==> config.mk <==
export PLATFORM = sky130hd
export DESIGN_NAME = rcsc_ctrl
export DESIGN_NICKNAME = d
export VERILOG_FILES = /design/src/rcsc_ctrl.v
export VERILOG_INCLUDE_DIRS = /design/src
export SDC_FILE = /design/constraint.sdc
export NUM_CORES = 1
export LEC_CHECK = 0
export BUFFER_PORTS_ARGS = -buffer_cell sky130_fd_sc_hd__buf_2
export CAP_MARGIN = 15
export CORE_UTILIZATION = 55
export DETAILED_ROUTE_END_ITERATION = 10
export PLACE_DENSITY = 0.82
export SETUP_SLACK_MARGIN = 0.15
export SLEW_MARGIN = 20
export SYNTH_ARGS = -nofsm -noshare
export SYNTH_HDL_FRONTEND = slang
export SYNTH_SLANG_ARGS = --single-unit
==> constraint.sdc <==
create_clock -name sys_clk -period 3.8 [get_ports sys_clk]
set_input_delay 0.76 -clock sys_clk [delete_from_list [all_inputs] [get_ports sys_clk]]
set_output_delay 0.76 -clock sys_clk [all_outputs]
set_load 0.01 [all_outputs]
==> src/rcsc_consts.vh <==
// constants for the reset and clock source controller
`ifndef RCSC_CONSTS_VH
`define RCSC_CONSTS_VH

// register offsets (byte addresses)
`define RCSC_OFS_BOR_CTL 8'h00
`define RCSC_OFS_CAUSE 8'h04
`define RCSC_OFS_REG_CTL 8'h08
`define RCSC_OFS_RUN_CLK 8'h0C
`define RCSC_OFS_SRST0 8'h10
`define RCSC_OFS_SRST1 8'h14
`define RCSC_OFS_SRST2 8'h18
`define RCSC_OFS_CORE_RST 8'h1C
`define RCSC_OFS_WD_LOAD 8'h20
`define RCSC_OFS_WD_VALUE 8'h24
`define RCSC_OFS_WD_CTL 8'h28
`define RCSC_OFS_WD_STAT 8'h2C
`define RCSC_OFS_BOR_STAT 8'h30

// power and brown-out control fields
`define RCSC_BOR_INT_EN_BIT 0
`define RCSC_BOR_RST_EN_BIT 1

// reset cause fields
`define RCSC_CAUSE_EXT_BIT 0
`define RCSC_CAUSE_BOR_BIT 1
`define RCSC_CAUSE_WDT_BIT 2
`define RCSC_CAUSE_SW_BIT 3
`define RCSC_CAUSE_RST 4'h1

// core reset control field
`define RCSC_SYSREQ_BIT 2

// run clock configuration fields
`define RCSC_MAIN_OSC_DIS_BIT 0
`define RCSC_OSC_SOURCE_SELECT_LSB 4
`define RCSC_BYPASS_BIT 11
`define RCSC_DS_LF_BIT 27
`define RCSC_OSC_SOURCE_SELECT_EXT_LSB 28
`define RCSC_USE_EXT_BIT 31
`define RCSC_RUN_CLK_RST 32'h00000811

// system clock source codes
`define RCSC_SRC_MAIN 3'h0
`define RCSC_SRC_INT 3'h1
`define RCSC_SRC_INT_DIV4 3'h2
`define RCSC_SRC_LF30K 3'h3
`define RCSC_SRC_PLL 3'h4
`define RCSC_SRC_RTC 3'h7

// regulator adjust: signed steps around nominal, +-5 spans 2.25 V to 2.75 V
`define RCSC_REGULATOR_VOLTAGE_ADJUST_MAX 6'h05
`define RCSC_REGULATOR_VOLTAGE_ADJUST_MIN 6'h3B
`define RCSC_REGULATOR_VOLTAGE_ADJUST_RST 6'h00

// watchdog fields and reset values
`define RCSC_WD_INT_EN_BIT 0
`define RCSC_WD_RST_EN_BIT 1
`define RCSC_WD_LOAD_RST 32'hFFFFFFFF

// length of an internal reset pulse in clock cycles
`define RCSC_RST_PULSE_CYC 8'h10

`endif

==> src/rcsc_ctrl.v <==
// reset sequencing, reset cause, watchdog, regulator trim and clock source select
//
// The placing of the registers and strobed register access were decided locally.
`include "rcsc_consts.vh"

// Summary of operation
// - brown-out does nothing after reset until software enables it.
// - a brown-out raises either an interrupt or a system reset.
// - brown-out resets only while the brown-out reset enable bit is set.
// - brown-out reset holds internal reset until supply is good again.
// - after a brown-out reset the cause register shows a brown-out bit.
// - a peripheral is reset when its bit is written one then zero.
// - soft reset bit positions match the peripheral clock gating positions.
// - a peripheral soft reset reaches every clock domain of that unit.
// - the system reset request bit pulses the whole-system internal reset.
// - watchdog interrupts on first timeout, requests reset on the second.
// - on first timeout the watchdog counter reloads and keeps counting.
// - watchdog resets only on zero with interrupt pending and reset enabled.
// - regulator adjust field trims core supply between 2.25 V and 2.75 V.
// - system clock is the internal oscillator from reset until changed.
// - the clock mux also offers the PLL and internal oscillator divided by four.
// - only the main oscillator, code 0x0 with bypass clear, feeds the PLL.
// - with bypass set, source code 0..3 picks main, internal, internal/4, 30 kHz.
// - with bypass set, extended source 0x7 picks the real-time oscillator.
// - the 30 kHz oscillator clocks deep-sleep so the main oscillator can stop.
// - cause bits persist; pin or power-on reset leaves only its own bit.
module rcsc_ctrl (
    input wire sys_clk,
    input wire reset_n,
    input wire brownout_detect,
    input wire deep_sleep,
    input wire [7:0] reg_addr,
    input wire [31:0] reg_wdata,
    input wire reg_wr,
    input wire reg_rd,
    output reg [31:0] reg_rdata_q,
    output reg int_reset_q,
    output reg brownout_irq_q,
    output reg watchdog_irq_q,
    output reg [31:0] periph_rst0_q,
    output reg [31:0] periph_rst1_q,
    output reg [31:0] periph_rst2_q,
    output reg [2:0] system_clock_sel_q,
    output reg main_osc_enable_q,
    output reg [5:0] regulator_voltage_adjust_q
);

    localparam ST_IDLE = 2'b00;
    localparam ST_PULSE = 2'b01;
    localparam ST_BOR = 2'b10;

    // brown-out detector is analog and asynchronous
    reg bod_s1_q;
    reg bod_s2_q;
    reg bod_s3_q;
    reg bod_q;
    reg bod_prev_q;

    reg [1:0] power_brownout_control_reg;
    reg bor_stat_q;
    reg [3:0] reset_cause_reg;
    reg [31:0] run_clock_config_reg;
    reg [1:0] wd_ctl_q;
    reg [31:0] watchdog_load_value;
    reg [31:0] wd_cnt_q;
    reg wd_stat_q;
    reg wd_rst_req_q;
    reg [1:0] st_q;
    reg [1:0] st_d;
    reg [7:0] pulse_cnt_q;
    reg [7:0] pulse_cnt_d;
    reg [31:0] rd_d;
    reg [2:0] clk_sel_d;

    // writes are refused for the whole reset pulse; reads still answer
    wire wr_ok = reg_wr & ~int_reset_q;
    wire wr_bor_ctl = wr_ok & (reg_addr == `RCSC_OFS_BOR_CTL);
    wire wr_cause = wr_ok & (reg_addr == `RCSC_OFS_CAUSE);
    wire wr_reg_ctl = wr_ok & (reg_addr == `RCSC_OFS_REG_CTL);
    wire wr_run_clk = wr_ok & (reg_addr == `RCSC_OFS_RUN_CLK);
    wire wr_srst0 = wr_ok & (reg_addr == `RCSC_OFS_SRST0);
    wire wr_srst1 = wr_ok & (reg_addr == `RCSC_OFS_SRST1);
    wire wr_srst2 = wr_ok & (reg_addr == `RCSC_OFS_SRST2);
    wire wr_core = wr_ok & (reg_addr == `RCSC_OFS_CORE_RST);
    wire wr_wd_load = wr_ok & (reg_addr == `RCSC_OFS_WD_LOAD);
    wire wr_wd_ctl = wr_ok & (reg_addr == `RCSC_OFS_WD_CTL);
    wire wr_wd_stat = wr_ok & (reg_addr == `RCSC_OFS_WD_STAT);
    wire wr_bor_stat = wr_ok & (reg_addr == `RCSC_OFS_BOR_STAT);

    wire bor_int_en = power_brownout_control_reg[`RCSC_BOR_INT_EN_BIT];
    wire brownout_reset_enable = power_brownout_control_reg[`RCSC_BOR_RST_EN_BIT];
    wire bod_rise = bod_q & ~bod_prev_q;
    wire bor_trip = bod_q & brownout_reset_enable;
    // with reset enabled the event goes to the sequencer instead of the interrupt
    wire bor_int_set = bod_rise & bor_int_en & ~brownout_reset_enable;
    wire system_reset_request_bit = wr_core & reg_wdata[`RCSC_SYSREQ_BIT];

    wire wd_int_en = wd_ctl_q[`RCSC_WD_INT_EN_BIT];
    wire wd_rst_en = wd_ctl_q[`RCSC_WD_RST_EN_BIT];
    // the counter runs, and can time out, only while the watchdog is enabled
    wire wd_zero = wd_int_en & (wd_cnt_q == 32'h00000000);
    wire wd_first = wd_zero & ~wd_stat_q;
    wire wd_second = wd_zero & wd_stat_q & wd_rst_en;

    // two's complement steps around the nominal core supply
    wire [5:0] regulator_voltage_adjust_in = reg_wdata[5:0];
    wire regulator_voltage_adjust_neg = regulator_voltage_adjust_in[5];

    wire bypass = run_clock_config_reg[`RCSC_BYPASS_BIT];
    wire [1:0] osc_source_select = run_clock_config_reg[`RCSC_OSC_SOURCE_SELECT_LSB+1:`RCSC_OSC_SOURCE_SELECT_LSB];
    wire [2:0] osc_source_select_ext =
        run_clock_config_reg[`RCSC_OSC_SOURCE_SELECT_EXT_LSB+2:`RCSC_OSC_SOURCE_SELECT_EXT_LSB];
    wire use_ext = run_clock_config_reg[`RCSC_USE_EXT_BIT];
    wire ds_low_freq = run_clock_config_reg[`RCSC_DS_LF_BIT];
    wire main_osc_disable = run_clock_config_reg[`RCSC_MAIN_OSC_DIS_BIT];
    wire in_deep_lf = deep_sleep & ds_low_freq;

    // input synchroniser: a change counts once stages two and three agree
    always @(posedge sys_clk or negedge reset_n) begin
        if (!reset_n) begin
            bod_s1_q <= 1'b0;
            bod_s2_q <= 1'b0;
            bod_s3_q <= 1'b0;
            bod_q <= 1'b0;
            // history starts at the idle level, so no false edge follows reset
            bod_prev_q <= 1'b0;
        end else begin
            bod_s1_q <= brownout_detect;
            bod_s2_q <= bod_s1_q;
            bod_s3_q <= bod_s2_q;
            if (bod_s2_q == bod_s3_q) begin
                bod_q <= bod_s3_q;
            end
            bod_prev_q <= bod_q;
        end
    end

    // reset sequencer
    always @* begin
        st_d = st_q;
        pulse_cnt_d = pulse_cnt_q;
        case (st_q)
            ST_IDLE: begin
                if (bor_trip) begin
                    st_d = ST_BOR;
                end else if (wd_rst_req_q | system_reset_request_bit) begin
                    st_d = ST_PULSE;
                    pulse_cnt_d = `RCSC_RST_PULSE_CYC;
                end
            end
            ST_BOR: begin
                // held like the reset pin until the supply recovers
                if (!bod_q) begin
                    st_d = ST_PULSE;
                    pulse_cnt_d = `RCSC_RST_PULSE_CYC;
                end
            end
            // fixed length, so every reset source gives the same minimum pulse
            ST_PULSE: begin
                if (pulse_cnt_q == 8'h01) begin
                    st_d = ST_IDLE;
                end
                pulse_cnt_d = pulse_cnt_q - 8'h01;
            end
            default: begin
                st_d = ST_IDLE;
            end
        endcase
    end

    always @(posedge sys_clk or negedge reset_n) begin
        if (!reset_n) begin
            st_q <= ST_IDLE;
            pulse_cnt_q <= 8'h00;
            int_reset_q <= 1'b0;
        end else begin
            st_q <= st_d;
            pulse_cnt_q <= pulse_cnt_d;
            int_reset_q <= (st_d != ST_IDLE);
        end
    end

    // cause bits survive the internal reset; only the pin/power reset or a software write clears them
    always @(posedge sys_clk or negedge reset_n) begin
        if (!reset_n) begin
            reset_cause_reg <= `RCSC_CAUSE_RST;
        end else begin
            if (wr_cause) begin
                reset_cause_reg <= reg_wdata[3:0];
            end
            // set wins over a clearing write in the same cycle
            if (st_q == ST_IDLE && bor_trip) begin
                reset_cause_reg[`RCSC_CAUSE_BOR_BIT] <= 1'b1;
            end else if (st_q == ST_IDLE && wd_rst_req_q) begin
                reset_cause_reg[`RCSC_CAUSE_WDT_BIT] <= 1'b1;
            end else if (st_q == ST_IDLE && system_reset_request_bit) begin
                reset_cause_reg[`RCSC_CAUSE_SW_BIT] <= 1'b1;
            end
        end
    end

    // brown-out control and interrupt status
    always @(posedge sys_clk or negedge reset_n) begin
        if (!reset_n) begin
            power_brownout_control_reg <= 2'b00;
            bor_stat_q <= 1'b0;
            brownout_irq_q <= 1'b0;
        end else if (int_reset_q) begin
            power_brownout_control_reg <= 2'b00;
            bor_stat_q <= 1'b0;
            brownout_irq_q <= 1'b0;
        end else begin
            if (wr_bor_ctl) begin
                power_brownout_control_reg <= reg_wdata[1:0];
            end
            if (bor_int_set) begin
                bor_stat_q <= 1'b1;
            end else if (wr_bor_stat && reg_wdata[0]) begin
                bor_stat_q <= 1'b0;
            end
            brownout_irq_q <= bor_int_set | (bor_stat_q & ~(wr_bor_stat & reg_wdata[0]));
        end
    end

    // peripheral soft resets: the line is held while the bit is one
    always @(posedge sys_clk or negedge reset_n) begin
        if (!reset_n) begin
            periph_rst0_q <= 32'h00000000;
            periph_rst1_q <= 32'h00000000;
            periph_rst2_q <= 32'h00000000;
        end else if (int_reset_q) begin
            periph_rst0_q <= 32'h00000000;
            periph_rst1_q <= 32'h00000000;
            periph_rst2_q <= 32'h00000000;
        end else begin
            // same bit layout as clock gating; one line per unit fans to all its domains
            if (wr_srst0) begin
                periph_rst0_q <= reg_wdata;
            end
            if (wr_srst1) begin
                periph_rst1_q <= reg_wdata;
            end
            if (wr_srst2) begin
                periph_rst2_q <= reg_wdata;
            end
        end
    end

    // watchdog: first zero interrupts and reloads, second zero requests reset
    always @(posedge sys_clk or negedge reset_n) begin
        if (!reset_n) begin
            wd_ctl_q <= 2'b00;
            watchdog_load_value <= `RCSC_WD_LOAD_RST;
            wd_cnt_q <= `RCSC_WD_LOAD_RST;
            wd_stat_q <= 1'b0;
            wd_rst_req_q <= 1'b0;
            watchdog_irq_q <= 1'b0;
        end else if (int_reset_q) begin
            wd_ctl_q <= 2'b00;
            watchdog_load_value <= `RCSC_WD_LOAD_RST;
            wd_cnt_q <= `RCSC_WD_LOAD_RST;
            wd_stat_q <= 1'b0;
            wd_rst_req_q <= 1'b0;
            watchdog_irq_q <= 1'b0;
        end else begin
            if (wr_wd_ctl) begin
                // reset enable cannot be taken back once set, only by a reset
                wd_ctl_q <= reg_wdata[1:0] | {wd_rst_en, 1'b0};
            end
            if (wr_wd_load) begin
                watchdog_load_value <= reg_wdata;
                wd_cnt_q <= reg_wdata;
            end else if (wd_zero) begin
                wd_cnt_q <= watchdog_load_value;
            end else if (wd_int_en) begin
                wd_cnt_q <= wd_cnt_q - 32'h00000001;
            end
            if (wd_first) begin
                wd_stat_q <= 1'b1;
            end else if (wr_wd_stat) begin
                wd_stat_q <= 1'b0;
            end
            wd_rst_req_q <= wd_second;
            watchdog_irq_q <= wd_first | (wd_stat_q & ~wr_wd_stat);
        end
    end

    // regulator trim, clamped to the legal window
    always @(posedge sys_clk or negedge reset_n) begin
        if (!reset_n) begin
            regulator_voltage_adjust_q <= `RCSC_REGULATOR_VOLTAGE_ADJUST_RST;
        end else if (int_reset_q) begin
            regulator_voltage_adjust_q <= `RCSC_REGULATOR_VOLTAGE_ADJUST_RST;
        end else if (wr_reg_ctl) begin
            if (!regulator_voltage_adjust_neg && regulator_voltage_adjust_in > `RCSC_REGULATOR_VOLTAGE_ADJUST_MAX) begin
                regulator_voltage_adjust_q <= `RCSC_REGULATOR_VOLTAGE_ADJUST_MAX;
            end else if (regulator_voltage_adjust_neg && regulator_voltage_adjust_in < `RCSC_REGULATOR_VOLTAGE_ADJUST_MIN) begin
                regulator_voltage_adjust_q <= `RCSC_REGULATOR_VOLTAGE_ADJUST_MIN;
            end else begin
                regulator_voltage_adjust_q <= regulator_voltage_adjust_in;
            end
        end
    end

    // clock source selection
    always @* begin
        if (in_deep_lf) begin
            clk_sel_d = `RCSC_SRC_LF30K;
        end else if (!bypass) begin
            // without a main oscillator reference the PLL would not lock
            if (osc_source_select == 2'b00) begin
                clk_sel_d = `RCSC_SRC_PLL;
            end else begin
                clk_sel_d = `RCSC_SRC_INT;
            end
        end else if (use_ext && osc_source_select_ext == `RCSC_SRC_RTC) begin
            clk_sel_d = `RCSC_SRC_RTC;
        end else begin
            clk_sel_d = {1'b0, osc_source_select};
        end
    end

    always @(posedge sys_clk or negedge reset_n) begin
        if (!reset_n) begin
            run_clock_config_reg <= `RCSC_RUN_CLK_RST;
            system_clock_sel_q <= `RCSC_SRC_INT;
            main_osc_enable_q <= 1'b0;
        end else if (int_reset_q) begin
            run_clock_config_reg <= `RCSC_RUN_CLK_RST;
            system_clock_sel_q <= `RCSC_SRC_INT;
            main_osc_enable_q <= 1'b0;
        end else begin
            if (wr_run_clk) begin
                run_clock_config_reg <= reg_wdata;
            end
            system_clock_sel_q <= clk_sel_d;
            // stopped in low-frequency deep sleep; software must let it settle after wake
            main_osc_enable_q <= ~main_osc_disable & ~in_deep_lf;
        end
    end

    // register read path, data valid the cycle after the strobe
    always @* begin
        case (reg_addr)
            `RCSC_OFS_BOR_CTL: rd_d = {30'h00000000, power_brownout_control_reg};
            `RCSC_OFS_CAUSE: rd_d = {28'h0000000, reset_cause_reg};
            `RCSC_OFS_REG_CTL: rd_d = {26'h0000000, regulator_voltage_adjust_q};
            `RCSC_OFS_RUN_CLK: rd_d = run_clock_config_reg;
            `RCSC_OFS_SRST0: rd_d = periph_rst0_q;
            `RCSC_OFS_SRST1: rd_d = periph_rst1_q;
            `RCSC_OFS_SRST2: rd_d = periph_rst2_q;
            `RCSC_OFS_WD_LOAD: rd_d = watchdog_load_value;
            `RCSC_OFS_WD_VALUE: rd_d = wd_cnt_q;
            `RCSC_OFS_WD_CTL: rd_d = {30'h00000000, wd_ctl_q};
            `RCSC_OFS_WD_STAT: rd_d = {31'h00000000, wd_stat_q};
            `RCSC_OFS_BOR_STAT: rd_d = {30'h00000000, bod_q, bor_stat_q};
            default: rd_d = 32'h00000000;
        endcase
    end

    always @(posedge sys_clk or negedge reset_n) begin
        if (!reset_n) begin
            reg_rdata_q <= 32'h00000000;
        end else if (reg_rd) begin
            reg_rdata_q <= rd_d;
        end else begin
            // zero outside the answer cycle, so stale data is never taken for new
            reg_rdata_q <= 32'h00000000;
        end
    end

endmodule

==> out/summary.log <==
[floorplanning] io pins 187
[sta] Tightest Pin Transition 1.07 ns
[grt] initial antenna violation count 1
[floorplanning] row count 55
[synth] Main synth FF type sky130_fd_sc_hd__dfrtp_1
[worst_setup_path] delay contributed by the slowest stage of the critical path 0.63 ns
[sta] Final Setup Violations 0
[finish] area of the multi-input gates 5640 um2
[synth] Synth top area share 38.0%
[synth] top cells by area in the synthesized netlist sky130_fd_sc_hd__dfrtp_1 (38%), sky130_fd_sc_hd__dfstp_2 (14%), sky130_fd_sc_hd__nand2_1 (12%)
[grt] global-route wire length before repair 62900 um
[synth] share of flip-flops with an asynchronous set or reset 100%
[finish] fraction of the core area covered by cells at the end of the flow 66.0%
[grt] GR met1 Demand/Resource 46.2%
[synth] cell taking the most area after synthesis sky130_fd_sc_hd__dfrtp_1
[synth] post-synthesis adder-cell area fraction 0.843%
[clock_network] Num Clock Sinks 263
[synth] post-synthesis share of cell area spent on xor and xnor gates 1.30%
[synth] simple-gate share of the synthesized area 20.3%
[placement] HPWL after detailed placement 26800 um
[grt] total global routing track utilization 33.5%
[clock_network] H-tree depth 1
[detailed_routing] routed wire length per instance 21.3 um
[worst_setup_path] most frequent cell on the critical path sky130_fd_sc_hd__o211ai_1
[finish] nets@finish 1631
[synth] number of enable flip-flop cells after synthesis 0
[finish] number of fill cells in the layout 1803
[grt] largest net degree at the start of global routing 115
[worst_setup_path] number of buffer and inverter instances along the worst setup path 2
[power_and_ir_drop] worst ir drop on vdd 0.356 mV
[clock_network] maximum clock path buffer count 3
[finish] fraction of final layout cells sized beyond drive strength 1 23.3%
[synth] Yosys reg bits 263
[detailed_routing] total number of vias 11900
[sta] RSZ-0062 raised after global routing false
[grt] vias in the first global route 11500
[synth] share of the yosys chip area belonging to registers 52.3%
[clock_network] number of setup buffers added after CTS 0
[detailed_routing] drt initial violations 1482
[worst_setup_path] sequence of cells on the critical path inv_1, ha_1, or4b_1, nor3_2, nand3_1, buf_4, o211ai_1, o211ai_1, a21o_1
[grt] global route hottest layer met2
[worst_setup_path] maximum fanout along the worst path 34
[synth] number of distinct library cell variants in the gate-level netlist after synthesis 67
[detailed_routing] total wire length 40100 um
[clock_network] number of buffers created by CTS 27
[clock_network] hold-fix buffers at CTS 0
[floorplanning] chip height 154 um
[grt] final global-route overflow total 0
[worst_setup_path] Critical Path Slowest Stage Cell sky130_fd_sc_hd__or4b_1
[flow_run] max_cap viols 0
[clock_network] insertion delay of the later-clocked pin in the worst-skew pair 0.54 ns
[finish] Finished Layout Cells 1884
[placement] IO Port Bufs 186
[floorplanning] Die Wd 154 um
[worst_hold_path] worst min-delay path class in -> async
[sta] Total Neg Setup Slack 0 ns
[finish] most frequent cells in the layout sky130_fd_sc_hd__nand2_1 (408), sky130_fd_sc_hd__dfrtp_1 (193), sky130_fd_sc_hd__buf_2 (185), sky130_fd_sc_hd__a21oi_1 (179), sky130_fd_sc_hd__dfstp_2 (69)
[placement] number of instances in the placed design 1834
[synth] largest family of logic cells by synthesized area compound AO/OA/AOI/OAI gates
[floorplanning] Placeable Area 22700 um2
[power_and_ir_drop] LEAKAGE 6.73 nW
[worst_setup_path] startpoint type of the worst setup path flip-flop
[finish] area growth from synthesis to layout 17.5%
[sta] total count of hold-check failures in the final report 0
[synth] cell count after synthesis 1425
[synth] syn_nets 1478
[detailed_routing] count of TritonRoute iterations in the first routing pass 6
[sta] final worst path period need 2.94 ns
[sta] normalized max-slew margin 28.2%
[power_and_ir_drop] ratio of total power to cell area 464 nW/um2
[clock_network] Reg clk slew, reported paths 0.06 ns
[clock_network] post-cts repair resize count 0
[worst_setup_path] Arr. time, crit path 3.41 ns
[worst_setup_path] CP required 4.27 ns
[finish] Reg area 6670 um2
[floorplanning] die outline area 23800 um2
[worst_setup_path] cell type group with the largest total delay on the critical path simple AND/OR/NAND/NOR gates
[synth] warning count from the yosys run 0
[synth] summed instance area of the synthesized netlist 12800 um2
[placement] weighted congestion reported at the end of routability-driven placement 0.900
[sta] Fmax achieved 340 MHz
[worst_setup_path] category of the most critical setup path reg -> reg
[grt] met2 global-route usage 52.7%
[outcome] outcome finished, final reports clean
[sta] final worst clock skew 0.0126 ns
[detailed_routing] final antenna-violating net count 0
[clock_network] buffer cell driving the clock tree root sky130_fd_sc_hd__clkbuf_16
[synth] syn avg cell area 8.95 um2
[detailed_routing] number of vias per cell after detailed routing 6.34
[synth] share of synthesized area spent on multiplexers 0.726%
[finish] leading cell type in the layout, fill and taps excluded sky130_fd_sc_hd__nand2_1
[grt] met3 Track Usage GR 6.92%
[detailed_routing] DRC violations left 0
[sta] Final Max Slew Viols 0
[worst_setup_path] nature of the critical path endpoint flip-flop
[synth] area fraction in compound gates after synthesis 20.8%
[clock_network] TritonCTS clock tree done
[floorplanning] initial cell density of the core 56.2%
[sta] portion of the clock cycle consumed by the worst path in the final layout 77.4%
## per-layer routing
layer | routed length (um) | vias up
li1 | - | 5317
met5 | 0 | -
met2 | 18500 | 730
met3 | 4200 | 105
met1 | 16200 | 5795
met4 | 1180 | 0
## cell families (layout without fill, tap and decap cells)
family | count (synthesis) | in the layout
and+or+nand+nor | 580 | 580
DFF | 263 | 263
other | 0 | 1
AOI/OAI and AO/OA | 422 | 422
xor gates and xnor gates | 19 | 19
adders and majority gates | 9 | 9
buffers and inverters | 123 | 296
muxes | 9 | 9
## stage by stage
stage	instance area, um2	hold WS, ns	total power, mW	setup WS, ns
after floorplan	12800	0.331	3.89	1.33
after global placement	14100	0.336	4.24	0.738
after detailed placement	14100	0.342	4.28	0.670
after CTS	15000	0.330	6.95	0.898
after global routing	15000	0.328	7.23	0.688
final	15000	0.293	6.95	0.860
## path summary, 6_finish.rpt
kind	from	endpoint	slack, ns	depth (start not counted)
max in group asynchronous	reset_n	wd_cnt_q[31]	2.54	2
worst max-delay path	wd_cnt_q[1]	wd_cnt_q[10]	0.86	9
min in group sys_clk	brownout_detect	bod_s1_q	0.33	1
worst max register to register	wd_cnt_q[1]	wd_cnt_q[10]	0.86	9
worst min register to register	bod_s1_q	bod_s2_q	0.35	0
worst min-delay path	reset_n	periph_rst1_q[17]	0.29	1
## synthesized netlist by cell type, drive strengths merged, types with 11 or more instances
cell,instances
dfrtp,194
xnor2,11
a21oi,179
a22oi,62
nor2,44
buf,11
clkbuf,103
and2,12
o21ai,34
nand3,22
o211ai,22
a31oi,44
nand2,408
nor3,22
dfstp,69
a22o,31
nor4,14
## layout make-up
| class | count | area share (%) |
|---|---|---|
| diodes | 1 | 0.0167 |
| clock buffers | 42 | 5.69 |
| clock inverters | 7 | 0.392 |
| inverters | 9 | 0.225 |
| multi-input cells | 1039 | 37.6 |
| flip-flops and latches | 263 | 44.5 |
| well taps | 285 | 2.38 |
| repair buffers | 238 | 9.13 |
## power breakdown
| group | internal (mW) | switching [mW] |
|---|---|---|
| logic | 0.334 | 0.615 |
| registers | 3.05 | 0.261 |
| clock network | 1.60 | 1.09 |
| total | 4.98 | 1.97 |
(Power assumes the default switching activity.)
